## config.mk

```make
export PLATFORM = sky130hd
export DESIGN_NAME = pport_image_stream_passthru
export DESIGN_NICKNAME = d
export VERILOG_FILES = /design/src/rtl/pps_pkg.sv /design/src/rtl/pin_sync.sv /design/src/rtl/two_entry_buffer.sv /design/src/rtl/pport_image_stream_passthru.sv
export SDC_FILE = /design/constraint.sdc
export NUM_CORES = 1
export LEC_CHECK = 0
export ABC_AREA = 1
export BUFFER_PORTS_ARGS = -buffer_cell sky130_fd_sc_hd__buf_2
export CORE_UTILIZATION = 65
export DETAILED_ROUTE_END_ITERATION = 7
export PLACE_DENSITY_LB_ADDON = 0.15
export REMOVE_ABC_BUFFERS = 1
export SYNTH_ARGS = -nofsm -noshare
export SYNTH_HDL_FRONTEND = slang
export SYNTH_SLANG_ARGS = --single-unit
```

## constraint.sdc

```tcl
create_clock -name clock -period 3.96 [get_ports clock]
set_clock_uncertainty 0.1 [all_clocks]
set_input_delay 0.792 -clock clock [delete_from_list [all_inputs] [get_ports clock]]
set_output_delay 0.792 -clock clock [all_outputs]
set_load 0.005 [all_outputs]
```

## src/rtl/pps_pkg.sv

```systemverilog
// Constants, state codes and timing for the image stream host port.
// Assumes a single 125 MHz clock; every user writes pps_pkg::name.
package pps_pkg;

  // ************************************************************
  // Clock and timing
  // ************************************************************
  localparam int CLK_HZ         = 125_000_000;
  localparam int ALERT_US       = 200;
  localparam int ALERT_CYCLES   = ALERT_US * (CLK_HZ / 1_000_000);
  localparam int ALERT_CNT_W    = 15;
  localparam int HOST_RESP_MS   = 500;
  localparam int WD_CYCLES      = HOST_RESP_MS * (CLK_HZ / 1_000);
  localparam int WD_CNT_W       = 26;
  localparam int PERIPH_RESP_MS = 10;
  localparam int PERIPH_SLOW_MS = 40;

  // ************************************************************
  // Negotiation values and stream content
  // ************************************************************
  localparam int         EXT_LINK_BIT   = 7;
  localparam logic [7:0] REQ_NIB_STREAM = 8'h04;
  localparam logic [7:0] REQ_ECP_STREAM = 8'h10;
  localparam logic [7:0] PAD_BYTE       = 8'hFF;
  localparam int         ESC_LEN        = 6;
  localparam logic [47:0] ESC_PACKET    = 48'hAA5500FF8778;

  // ************************************************************
  // Host status vector {nack, busy, perror, select, nfault}
  // ************************************************************
  localparam int         ST_NACK     = 4;
  localparam logic [4:0] STAT_IDLE   = 5'h13;
  localparam logic [4:0] STAT_NEG    = 5'h07;
  localparam logic [4:0] STAT_REJ    = 5'h11;
  localparam logic [4:0] STAT_STREAM = 5'h12;
  localparam logic [4:0] STAT_TERM   = 5'h03;

  // Synchronised control vector bit positions
  localparam int C_NSELIN  = 0;
  localparam int C_NSTROBE = 1;
  localparam int C_NAUTOFD = 2;
  localparam int C_NINIT   = 3;

  // Sync vector {pt status(5), host control(4), host data(8)}
  localparam logic [16:0] SYNC_INIT = 17'h1FF00;

  typedef enum logic [7:0] {
    ST_IDLE   = 8'h01,
    ST_NEG    = 8'h02,
    ST_REJECT = 8'h04,
    ST_NIB    = 8'h08,
    ST_ECP    = 8'h10,
    ST_TERM   = 8'h20,
    ST_PASS   = 8'h40,
    ST_ALERT  = 8'h80
  } state_t;

endpackage

```

## src/rtl/pin_sync.sv

```systemverilog
// Three-stage synchroniser with agreement filter for pin inputs.
// Assumes inputs are asynchronous to clock.
module pin_sync #(
  parameter int           W    = 1,
  parameter logic [W-1:0] INIT = '0
) (
  input  wire logic         clock,
  input  wire logic         rst_n,
  input  wire logic [W-1:0] din,
  output logic      [W-1:0] dout
);

  logic [W-1:0] s1_ff;
  logic [W-1:0] s2_ff;
  logic [W-1:0] s3_ff;
  logic [W-1:0] out_ff;

  // A change counts only once stages two and three agree
  always_ff @(posedge clock or negedge rst_n) begin
    if (!rst_n) begin
      s1_ff  <= INIT;
      s2_ff  <= INIT;
      s3_ff  <= INIT;
      out_ff <= INIT;
    end else begin
      s1_ff <= din;
      s2_ff <= s1_ff;
      s3_ff <= s2_ff;
      if (s2_ff == s3_ff) begin
        out_ff <= s3_ff;
      end
    end
  end

  assign dout = out_ff;

endmodule

```

## src/rtl/two_entry_buffer.sv

```systemverilog
// Small FIFO between the image source and the host port logic.
// Assumes the source honours in_ready; draining side may stall freely.
module two_entry_buffer #(
  parameter int W     = 9,
  parameter int DEPTH = 2
) (
  input  wire logic         clock,
  input  wire logic         rst_n,
  input  wire logic         in_valid,
  output logic              in_ready,
  input  wire logic [W-1:0] in_data,
  output logic              out_valid,
  input  wire logic         out_ready,
  output logic      [W-1:0] out_data
);

  localparam int PW = $clog2(DEPTH);
  localparam int CW = $clog2(DEPTH + 1);

  logic [W-1:0]  mem [DEPTH];
  logic [PW-1:0] wr_ff;
  logic [PW-1:0] rd_ff;
  logic [CW-1:0] cnt_ff;
  logic          rdy_ff;
  wire           push    = in_valid & in_ready;
  wire           pop     = out_valid & out_ready;
  wire [CW-1:0]  nxt_cnt = CW'(cnt_ff + CW'(push) - CW'(pop));

  // Ready is registered so the source sees a flop, not count decoding
  assign in_ready  = rdy_ff;
  assign out_valid = (cnt_ff != '0);
  assign out_data  = mem[rd_ff];

  always_ff @(posedge clock or negedge rst_n) begin
    if (!rst_n) begin
      wr_ff  <= '0;
      rd_ff  <= '0;
      cnt_ff <= '0;
      rdy_ff <= 1'b1;
    end else begin
      if (push) begin
        wr_ff <= (wr_ff == PW'(DEPTH - 1)) ? '0 : PW'(wr_ff + 1'b1);
      end
      if (pop) begin
        rd_ff <= (rd_ff == PW'(DEPTH - 1)) ? '0 : PW'(rd_ff + 1'b1);
      end
      cnt_ff <= nxt_cnt;
      rdy_ff <= (nxt_cnt != CW'(DEPTH));
    end
  end

  // Storage needs no reset; out_valid guards every read
  always_ff @(posedge clock) begin
    if (push) begin
      mem[wr_ff] <= in_data;
    end
  end

endmodule

```

## src/rtl/pport_image_stream_passthru.sv

```systemverilog
// Host parallel port logic for image stream upload and pass-through.
// Assumes host pins arrive asynchronously; source logic shares clock.
//
// Functional notes
// - Stream data flows only toward the host.
// - Link bit set, second value picks mode.
// - Streams end with normal termination handshake.
// - ECP byte stream or nibble stream mode.
// - Nibble stream moves byte per nAutoFd cycle.
// - Two strobe pulses mark a stream request.
// - Data ready gives 200 us nAck pulse.
// - Pad with 0xFF after frame end.
// - nAutoFd low: low nibble, then nAck low.
// - nAutoFd high: high nibble, then nAck high.
// - Pass-through echoes control out, status back.
// - Pass-through mode stays silent toward host.
// - Escape packet on data lines exits pass-through.
// - On exit, freeze pass-through control, stop echo.
// - Host step over 0.5 s in negotiation or termination trips watchdog.
// - Device answers each step within 10 ms.
// - Never stall forward channel, no recovery.
module pport_image_stream_passthru #(
  parameter int ALERT_CYCLES = pps_pkg::ALERT_CYCLES,
  parameter int WD_CYCLES    = pps_pkg::WD_CYCLES
) (
  input  wire logic       clock,
  input  wire logic       rst_n,
  input  wire logic [7:0] host_data_in,
  output logic      [7:0] host_data_out,
  output logic            host_data_oe,
  input  wire logic       host_nstrobe,
  input  wire logic       host_nautofd,
  input  wire logic       host_nselectin,
  input  wire logic       host_ninit,
  output logic            host_nack,
  output logic            host_busy,
  output logic            host_perror,
  output logic            host_select,
  output logic            host_nfault,
  output logic            pt_nstrobe,
  output logic            pt_nautofd,
  output logic            pt_nselectin,
  output logic            pt_ninit,
  input  wire logic       pt_nack,
  input  wire logic       pt_busy,
  input  wire logic       pt_perror,
  input  wire logic       pt_select,
  input  wire logic       pt_nfault,
  input  wire logic       src_valid,
  output logic            src_ready,
  input  wire logic [7:0] src_data,
  input  wire logic       src_last,
  input  wire logic       frame_ready,
  input  wire logic       enter_passthrough_cmd,
  output logic            passthrough_active,
  output logic            stream_active,
  output logic            watchdog_reset
);

  // ************************************************************
  // Pin synchronisation and edge detection
  // ************************************************************
  logic [16:0] sync_out;
  logic [3:0]  c_prev_ff;
  logic [7:0]  d_prev_ff;

  pin_sync #(.W(17), .INIT(pps_pkg::SYNC_INIT)) u_sync (
    .clock (clock),
    .rst_n (rst_n),
    .din   ({pt_nack, pt_busy, pt_perror, pt_select, pt_nfault, host_ninit,
             host_nautofd, host_nstrobe, host_nselectin, host_data_in}),
    .dout  (sync_out)
  );

  wire [7:0] d_s      = sync_out[7:0];
  wire [3:0] c_s      = sync_out[11:8];
  wire [4:0] ps_s     = sync_out[16:12];
  wire       sel_rise = c_s[pps_pkg::C_NSELIN] & ~c_prev_ff[pps_pkg::C_NSELIN];
  wire       sel_fall = ~c_s[pps_pkg::C_NSELIN] & c_prev_ff[pps_pkg::C_NSELIN];
  wire       stb_rise = c_s[pps_pkg::C_NSTROBE] & ~c_prev_ff[pps_pkg::C_NSTROBE];
  wire       afd_rise = c_s[pps_pkg::C_NAUTOFD] & ~c_prev_ff[pps_pkg::C_NAUTOFD];
  wire       afd_fall = ~c_s[pps_pkg::C_NAUTOFD] & c_prev_ff[pps_pkg::C_NAUTOFD];
  wire       ctl_chg  = (c_s != c_prev_ff);

  // ************************************************************
  // Stream data path
  // ************************************************************
  logic       buf_valid;
  logic [7:0] buf_data;
  logic       buf_last;
  logic       pad_ff;
  logic       pop;

  two_entry_buffer #(.W(9), .DEPTH(2)) u_buf (
    .clock     (clock),
    .rst_n     (rst_n),
    .in_valid  (src_valid),
    .in_ready  (src_ready),
    .in_data   ({src_last, src_data}),
    .out_valid (buf_valid),
    .out_ready (pop),
    .out_data  ({buf_last, buf_data})
  );

  wire [7:0] byte_sel = pad_ff ? pps_pkg::PAD_BYTE : buf_data;
  wire       avail    = pad_ff | buf_valid;

  // ************************************************************
  // Control state
  // ************************************************************
  pps_pkg::state_t state_ff;
  pps_pkg::state_t nxt_state;
  logic [4:0]  stat_ff;
  logic [4:0]  nxt_stat;
  logic [7:0]  dout_ff;
  logic [7:0]  nxt_dout;
  logic        oe_ff;
  logic [3:0]  pt_ctl_ff;
  logic [7:0]  req1_ff;
  logic [7:0]  req2_ff;
  logic [1:0]  stb_cnt_ff;
  logic        lo_req_ff;
  logic        held_ff;
  logic        ack_set_ff;
  logic        ack_clr_ff;
  logic [pps_pkg::ALERT_CNT_W-1:0] alert_cnt_ff;
  logic [pps_pkg::WD_CNT_W-1:0]    wd_cnt_ff;
  logic        wd_rst_ff;
  logic        stream_ff;
  logic        pass_ff;
  logic [2:0]  esc_idx_ff;

  function automatic logic [7:0] esc_byte(input logic [2:0] idx);
    esc_byte = pps_pkg::ESC_PACKET[8*(pps_pkg::ESC_LEN-1-int'(idx)) +: 8];
  endfunction

  wire is_idle = (state_ff == pps_pkg::ST_IDLE);
  wire is_neg  = (state_ff == pps_pkg::ST_NEG);
  wire is_nib  = (state_ff == pps_pkg::ST_NIB);
  wire is_ecp  = (state_ff == pps_pkg::ST_ECP);
  wire is_term = (state_ff == pps_pkg::ST_TERM);
  wire is_pass = (state_ff == pps_pkg::ST_PASS);
  wire rev_ecp = is_ecp & ~c_s[pps_pkg::C_NINIT];
  wire nxt_str = (nxt_state == pps_pkg::ST_NIB) | (nxt_state == pps_pkg::ST_ECP);

  // Host opens a negotiation with nSelectIn high and nAutoFd low
  wire neg_start = sel_rise & ~c_s[pps_pkg::C_NAUTOFD];

  // link bit and mode value checked
  // exactly two strobes mark a stream
  wire mode_ok   = (req2_ff == pps_pkg::REQ_NIB_STREAM) |
                   (req2_ff == pps_pkg::REQ_ECP_STREAM);
  wire stream_ok = (stb_cnt_ff == 2'h2) & req1_ff[pps_pkg::EXT_LINK_BIT] & mode_ok;

  // low nibble once nAutoFd is low
  wire present_lo  = is_nib & lo_req_ff & avail & ~c_s[pps_pkg::C_NAUTOFD];
  wire present_ecp = rev_ecp & avail & ~c_s[pps_pkg::C_NAUTOFD] & ~held_ff &
                     stat_ff[pps_pkg::ST_NACK];
  wire take        = held_ff & afd_rise & ~sel_fall;
  assign pop       = take & ~pad_ff;

  // host wait limit on negotiation and termination steps
  wire wd_fire   = (is_neg | is_term) &
                   (wd_cnt_ff == pps_pkg::WD_CNT_W'(WD_CYCLES - 1));
  wire alert_end = (alert_cnt_ff == pps_pkg::ALERT_CNT_W'(ALERT_CYCLES - 1));

  // escape bytes seen with strobe held high
  wire data_chg = (d_s != d_prev_ff);
  wire quiet    = c_s[pps_pkg::C_NSTROBE];
  wire esc_hit  = (d_s == esc_byte(esc_idx_ff));
  wire esc_done = is_pass & data_chg & quiet & esc_hit &
                  (esc_idx_ff == 3'(pps_pkg::ESC_LEN - 1));
  wire [2:0] nxt_esc = !is_pass || !quiet ? 3'h0 :
                       !data_chg ? esc_idx_ff :
                       esc_hit ? 3'(esc_idx_ff + 3'h1) :
                       (d_s == esc_byte(3'h0)) ? 3'h1 : 3'h0;

  // ************************************************************
  // Next-state and host status
  // ************************************************************
  always_comb begin
    nxt_state = state_ff;
    nxt_stat  = stat_ff;
    nxt_dout  = dout_ff;
    case (state_ff)
      pps_pkg::ST_IDLE: begin
        if (enter_passthrough_cmd) begin
          nxt_state = pps_pkg::ST_PASS;
        end else if (neg_start) begin
          nxt_state = pps_pkg::ST_NEG;
          nxt_stat  = pps_pkg::STAT_NEG;
        end else if (frame_ready) begin
          nxt_state = pps_pkg::ST_ALERT;
          nxt_stat[pps_pkg::ST_NACK] = 1'b0;
        end
      end
      pps_pkg::ST_NEG: begin
        if (wd_fire || sel_fall) begin
          nxt_state = pps_pkg::ST_IDLE;
          nxt_stat  = pps_pkg::STAT_IDLE;
        end else if (afd_rise) begin
          // mode chosen by second request value
          nxt_stat  = stream_ok ? pps_pkg::STAT_STREAM : pps_pkg::STAT_REJ;
          nxt_state = !stream_ok ? pps_pkg::ST_REJECT :
                      (req2_ff == pps_pkg::REQ_ECP_STREAM) ? pps_pkg::ST_ECP :
                      pps_pkg::ST_NIB;
        end
      end
      pps_pkg::ST_REJECT, pps_pkg::ST_NIB, pps_pkg::ST_ECP: begin
        if (sel_fall) begin
          nxt_state = pps_pkg::ST_TERM;
          nxt_stat  = pps_pkg::STAT_TERM;
        end else if (is_nib) begin
          if (present_lo) begin
            nxt_stat[3:0] = byte_sel[3:0];
          end else if (ack_set_ff) begin
            nxt_stat[pps_pkg::ST_NACK] = 1'b0;
          end else if (take) begin
            nxt_stat[3:0] = byte_sel[7:4];
          end else if (ack_clr_ff) begin
            nxt_stat[pps_pkg::ST_NACK] = 1'b1;
          end
        end else if (is_ecp) begin
          if (present_ecp) begin
            nxt_dout = byte_sel;
          end else if (ack_set_ff) begin
            nxt_stat[pps_pkg::ST_NACK] = 1'b0;
          end else if (take) begin
            nxt_stat[pps_pkg::ST_NACK] = 1'b1;
          end
        end
      end
      pps_pkg::ST_TERM: begin
        if (wd_fire || afd_rise) begin
          nxt_state = pps_pkg::ST_IDLE;
          nxt_stat  = pps_pkg::STAT_IDLE;
        end
      end
      pps_pkg::ST_PASS: begin
        if (esc_done) begin
          nxt_state = pps_pkg::ST_IDLE;
          nxt_stat  = pps_pkg::STAT_IDLE;
        end else begin
          nxt_stat = ps_s;
        end
      end
      pps_pkg::ST_ALERT: begin
        if (alert_end) begin
          nxt_state = pps_pkg::ST_IDLE;
          nxt_stat[pps_pkg::ST_NACK] = 1'b1;
        end
      end
      default: begin
        nxt_state = pps_pkg::ST_IDLE;
        nxt_stat  = pps_pkg::STAT_IDLE;
      end
    endcase
  end

  // data lines driven only in reverse ECP
  // forward strobes never answered with busy
  wire nxt_oe = (nxt_state == pps_pkg::ST_ECP) & ~c_s[pps_pkg::C_NINIT];

  always_ff @(posedge clock or negedge rst_n) begin
    if (!rst_n) begin
      state_ff <= pps_pkg::ST_IDLE;
      stat_ff  <= pps_pkg::STAT_IDLE;
      dout_ff  <= 8'h00;
      oe_ff    <= 1'b0;
    end else begin
      state_ff <= nxt_state;
      stat_ff  <= nxt_stat;
      dout_ff  <= nxt_dout;
      oe_ff    <= nxt_oe;
    end
  end

  // ************************************************************
  // Handshake bookkeeping
  // ************************************************************
  always_ff @(posedge clock or negedge rst_n) begin
    if (!rst_n) begin
      c_prev_ff  <= 4'hF;
      d_prev_ff  <= 8'h00;
      req1_ff    <= 8'h00;
      req2_ff    <= 8'h00;
      stb_cnt_ff <= 2'h0;
      lo_req_ff  <= 1'b0;
      held_ff    <= 1'b0;
      ack_set_ff <= 1'b0;
      ack_clr_ff <= 1'b0;
      esc_idx_ff <= 3'h0;
    end else begin
      c_prev_ff  <= c_s;
      d_prev_ff  <= d_s;
      ack_set_ff <= present_lo | present_ecp;
      ack_clr_ff <= take & is_nib;
      esc_idx_ff <= nxt_esc;
      lo_req_ff  <= nxt_str & ((afd_fall & is_nib) | (lo_req_ff & ~present_lo));
      held_ff    <= nxt_str & ((present_lo | present_ecp) | (held_ff & ~take));
      if (is_idle) begin
        stb_cnt_ff <= 2'h0;
      end else if (is_neg && stb_rise && stb_cnt_ff != 2'h3) begin
        stb_cnt_ff <= 2'(stb_cnt_ff + 2'h1);
        if (stb_cnt_ff == 2'h0) begin
          req1_ff <= d_s;
        end
        if (stb_cnt_ff == 2'h1) begin
          req2_ff <= d_s;
        end
      end
    end
  end

  // ************************************************************
  // Timers, padding and pass-through latches
  // ************************************************************
  always_ff @(posedge clock or negedge rst_n) begin
    if (!rst_n) begin
      alert_cnt_ff <= '0;
      wd_cnt_ff    <= '0;
      wd_rst_ff    <= 1'b0;
      pad_ff       <= 1'b0;
      pt_ctl_ff    <= 4'hF;
      stream_ff    <= 1'b0;
      pass_ff      <= 1'b0;
    end else begin
      alert_cnt_ff <= (state_ff == pps_pkg::ST_ALERT) ?
                      pps_pkg::ALERT_CNT_W'(alert_cnt_ff + 1'b1) : '0;
      wd_cnt_ff    <= (ctl_chg || !(is_neg || is_term)) ? '0 :
                      pps_pkg::WD_CNT_W'(wd_cnt_ff + 1'b1);
      wd_rst_ff    <= wd_fire;
      // The last byte starts padding and wins over a new frame announcement
      if (pop && buf_last) begin
        pad_ff <= 1'b1;
      end else if (is_idle && frame_ready && !enter_passthrough_cmd && !neg_start) begin
        pad_ff <= 1'b0;
      end
      if (is_pass) begin
        pt_ctl_ff <= c_s;
      end
      stream_ff <= nxt_str;
      pass_ff   <= (nxt_state == pps_pkg::ST_PASS);
    end
  end

  assign host_data_out      = dout_ff;
  assign host_data_oe       = oe_ff;
  assign host_nack          = stat_ff[4];
  assign host_busy          = stat_ff[3];
  assign host_perror        = stat_ff[2];
  assign host_select        = stat_ff[1];
  assign host_nfault        = stat_ff[0];
  assign pt_nselectin       = pt_ctl_ff[pps_pkg::C_NSELIN];
  assign pt_nstrobe         = pt_ctl_ff[pps_pkg::C_NSTROBE];
  assign pt_nautofd         = pt_ctl_ff[pps_pkg::C_NAUTOFD];
  assign pt_ninit           = pt_ctl_ff[pps_pkg::C_NINIT];
  assign passthrough_active = pass_ff;
  assign stream_active      = stream_ff;
  assign watchdog_reset     = wd_rst_ff;
endmodule

```

==> results.yml <==
die:
  pin_count: 53
  die-area_sq_um: 13630
  rows: 41
  core_area_sq_um: 12720
  floorplan.initialDensity_pct: 67.29
  die_height_um: 116.8
  die_w_um: 116.8
logic_synthesis:
  synth_cells: 873
  yosys_warnings: 0
  synth_top_cell_area_share_pct: 36.54
  ys_seq_area_share_pct: 57.89
  synthArstFlopShare_pct: 90.63
  synth_flop_cell: "dfrtp_1"
  synth_seq_cells: 192
  netlist_area_sq_um: 8561
  synth-edff-count: 18
  yosys.area.top_type: "dfrtp_1"
  synthTopCellsByArea: "dfrtp_1 (37%), dfstp_2 (15%), nand2_1 (6.4%), edfxtp_1 (6.3%), inv_1 (4.3%)"
  synth_area_per_cell_sq_um: 9.806
  ys_types: 55
cts:
  clkTransAtPathRegs_ps: 70
  htree_levels: 4
  cts_tree: "yes"
  ctsHoldBuffers: 0
  cts_setup_buffers: 0
  clock_tree.root_cell: "clkbuf_16"
  post_cts_resized: 0
  insertion_delay_ps: 440
  cts.sinks: 192
  clk_path_buf_depth: 2
  cts-buffers-inserted: 17
critical_path:
  crit_path_max_incr_delay_ps: 550
  crit_required_ps: 4220
  crit_chain: "ha_1 > inv_2 > nor3_1 > nand2_1 > nor2_1 > ha_1 > inv_1 > ha_1 > or2_2"
  worstSetupStartpoint: "u_sync.dout[10]"
  cp_data_arrival_time_ps: 2840
  critPathMaxFanout: 6
  rr_startpoint: "u_sync.dout[10]"
  cp-start-kind: "flop"
  slowest_stage: "dfstp_2"
  path_class: "flop to flop"
  crit_path_frequent_cell: "ha_1"
  cp-end-kind: "flop"
place:
  post_dp_cell_area_sq_um: 9025
  dpl_worst_slack_ps: 1404
  io_buffers: 52
  globalplace.congestion: 0.9219
  dp_hpwl_um: 12720
layout:
  fin_nets: 983
  layout_common_cells: "nand2_1 (145), dfrtp_1 (125), inv_1 (98)"
  fillCellCount: 920
  fin_area_sq_um: 9585
  final_common_cell: "nand2_1"
  syn_to_final_growth_pct: 11.97
  antenna_cells: 0
  drive_gt1_share_pct: 21.92
power_and_ir_drop:
  power_mw: 4.284
  p_leak_nw: 4.387
  power_density_nw_per_um2: 446.9
  ir_drop_v: 0.0003495
timing:
  period_share_pct: 65.05
  layout_min_cycle_time_ps: 2576
  slew_headroom_pct: 48.22
  fin_tns_setup_ps: 0
  max_freq_mhz: 388.2
  setup_slack_ps: 1384
  rsz0062_at_grt: "false"
  hold_viol_final: 0
  tightest_slew_ps: 773.9
  slew_violations: 0
  setup_viol: 0
worst_hold_path:
  worstHoldPathType: "flop to flop"
  min-delay-start: "u_sync.s1_ff[11]"
drt:
  dr.pass1.iters: 5
  drc: 0
  vias: 6336
  drt_iter0_drc: 402
  antenna_left: 0
  vias_per_cell: 5.652
  wl_um: 18060
  detail_route.wl_per_cell_um: 16.11
job:
  maxCapViolCount: 0
global_routing:
  grt_first_pass_wirelength_um: 30230
  overflow: 0
  grt_max_degree: 81
  grtUsageTotal_pct: 29.69
  grt_pass1_vias: 6342
  antenna_found_initial: 0
run_status:
  outcome: "finished, final reports clean"
-- report_power, final --
group          switching [mW]  internal (mW)  leakage (nW)
combinational           0.361          0.167          1.75
clock                   0.754          0.871         0.283
sequential             0.0495           2.08          2.35
total                    1.16           3.12          4.39
-- metrics by stage --
step           hold slack, ps  instances  utilization, %
2_1_floorplan           231.2        862               -
3_3_place_gp            231.7       1089           70.94
3_5_place_dp            235.5       1089           70.94
4_1_cts                 248.6       1121           75.34
5_1_grt                 254.3       1121           75.34
6_report                248.9       1121           75.34
-- layout make-up --
cell class	instances	area [sq um]	area share, %
flip-flops and latches	192	4956	51.70
multi-input cells	555	3115	32.50
clock buffers	20	467.9	4.882
inverters	115	436.7	4.556
repair buffers	55	301.5	3.146
well taps	172	215.2	2.245
clock inverters	12	92.59	0.9659
-- final timing paths --
path,endpoint,slack [ps],depth (start not counted)
hold / removal,u_sync.s2_ff[11],250,0
min in group asynchronous,alert_cnt_ff[9],300,1
hold reg to reg,u_sync.s2_ff[11],250,0
setup reg to reg,u_buf.in_ready,1380,9
setup / recovery,u_buf.in_ready,1380,9
max in group asynchronous,u_sync.s3_ff[12],2590,2
-- flip-flops by register name (all words and copies together), names as in the netlist, 5 cells and up --
signal / count
wd_cnt_ff: 26
u_buf.mem: 18
u_sync.dout: 17
u_sync.s1_ff: 17
u_sync.s2_ff: 17
u_sync.s3_ff: 17
alert_cnt_ff: 15
d_prev_ff: 8
host_data_out: 8
req2_ff: 8
state_ff: 8
stat_ff: 5
-- layer usage --
metal	GRT usage, %	vias to the layer above	part of all wire [%]
li1	-	3004	-
met1	37.42	3074	42
met2	49.43	210	51
met3	7.161	48	4.6
met4	12.41	0	2.9
met5	0	-	0
-- synthesized netlist by cell type, types with 3 or more instances --
| cell | n |
|---|---|
| o21ai_1 | 13 |
| inv_1 | 98 |
| nand3_2 | 4 |
| ha_1 | 16 |
| edfxtp_1 | 18 |
| nor2_2 | 6 |
| dfstp_2 | 49 |
| nand2_1 | 145 |
| inv_2 | 13 |
| nand4_4 | 3 |
| nand3_1 | 34 |
| dfrtp_1 | 125 |
| nor4_1 | 9 |
| or2_2 | 7 |
| nor3_2 | 8 |
| a21oi_1 | 51 |
| nor3_1 | 22 |
| nand4_1 | 21 |
| xor2_1 | 23 |
| clkbuf_1 | 6 |
| nand4_2 | 3 |
| nand2_2 | 10 |
| nor2_4 | 5 |
| buf_2 | 3 |
| o21ai_0 | 40 |
| xnor2_1 | 7 |
| nor2_1 | 94 |
-- kinds of logic (layout without fill, tap and decap cells) --
group                    Yosys count  in the layout  share of synthesized area (%)
XOR/XNOR                          30             30                          3.069
adder cells (fa/ha/maj)           16             16                          2.338
flip-flops                       192            192                          57.89
multiplexers                       4              4                         0.5261
AO/OA/AOI/OAI                    124            124                          8.053
buffers and inverters            126            202                          5.715
AND/OR/NAND/NOR                  381            381                          22.41
-- critical path, delay by kind of cell (launching register included) --
family                   cells  cell delay, ps
buffers and inverters        2             180
flip-flops                   1             550
adder cells (fa/ha/maj)      3             800
AND/OR/NAND/NOR              4             870
(Power assumes the default switching activity.)
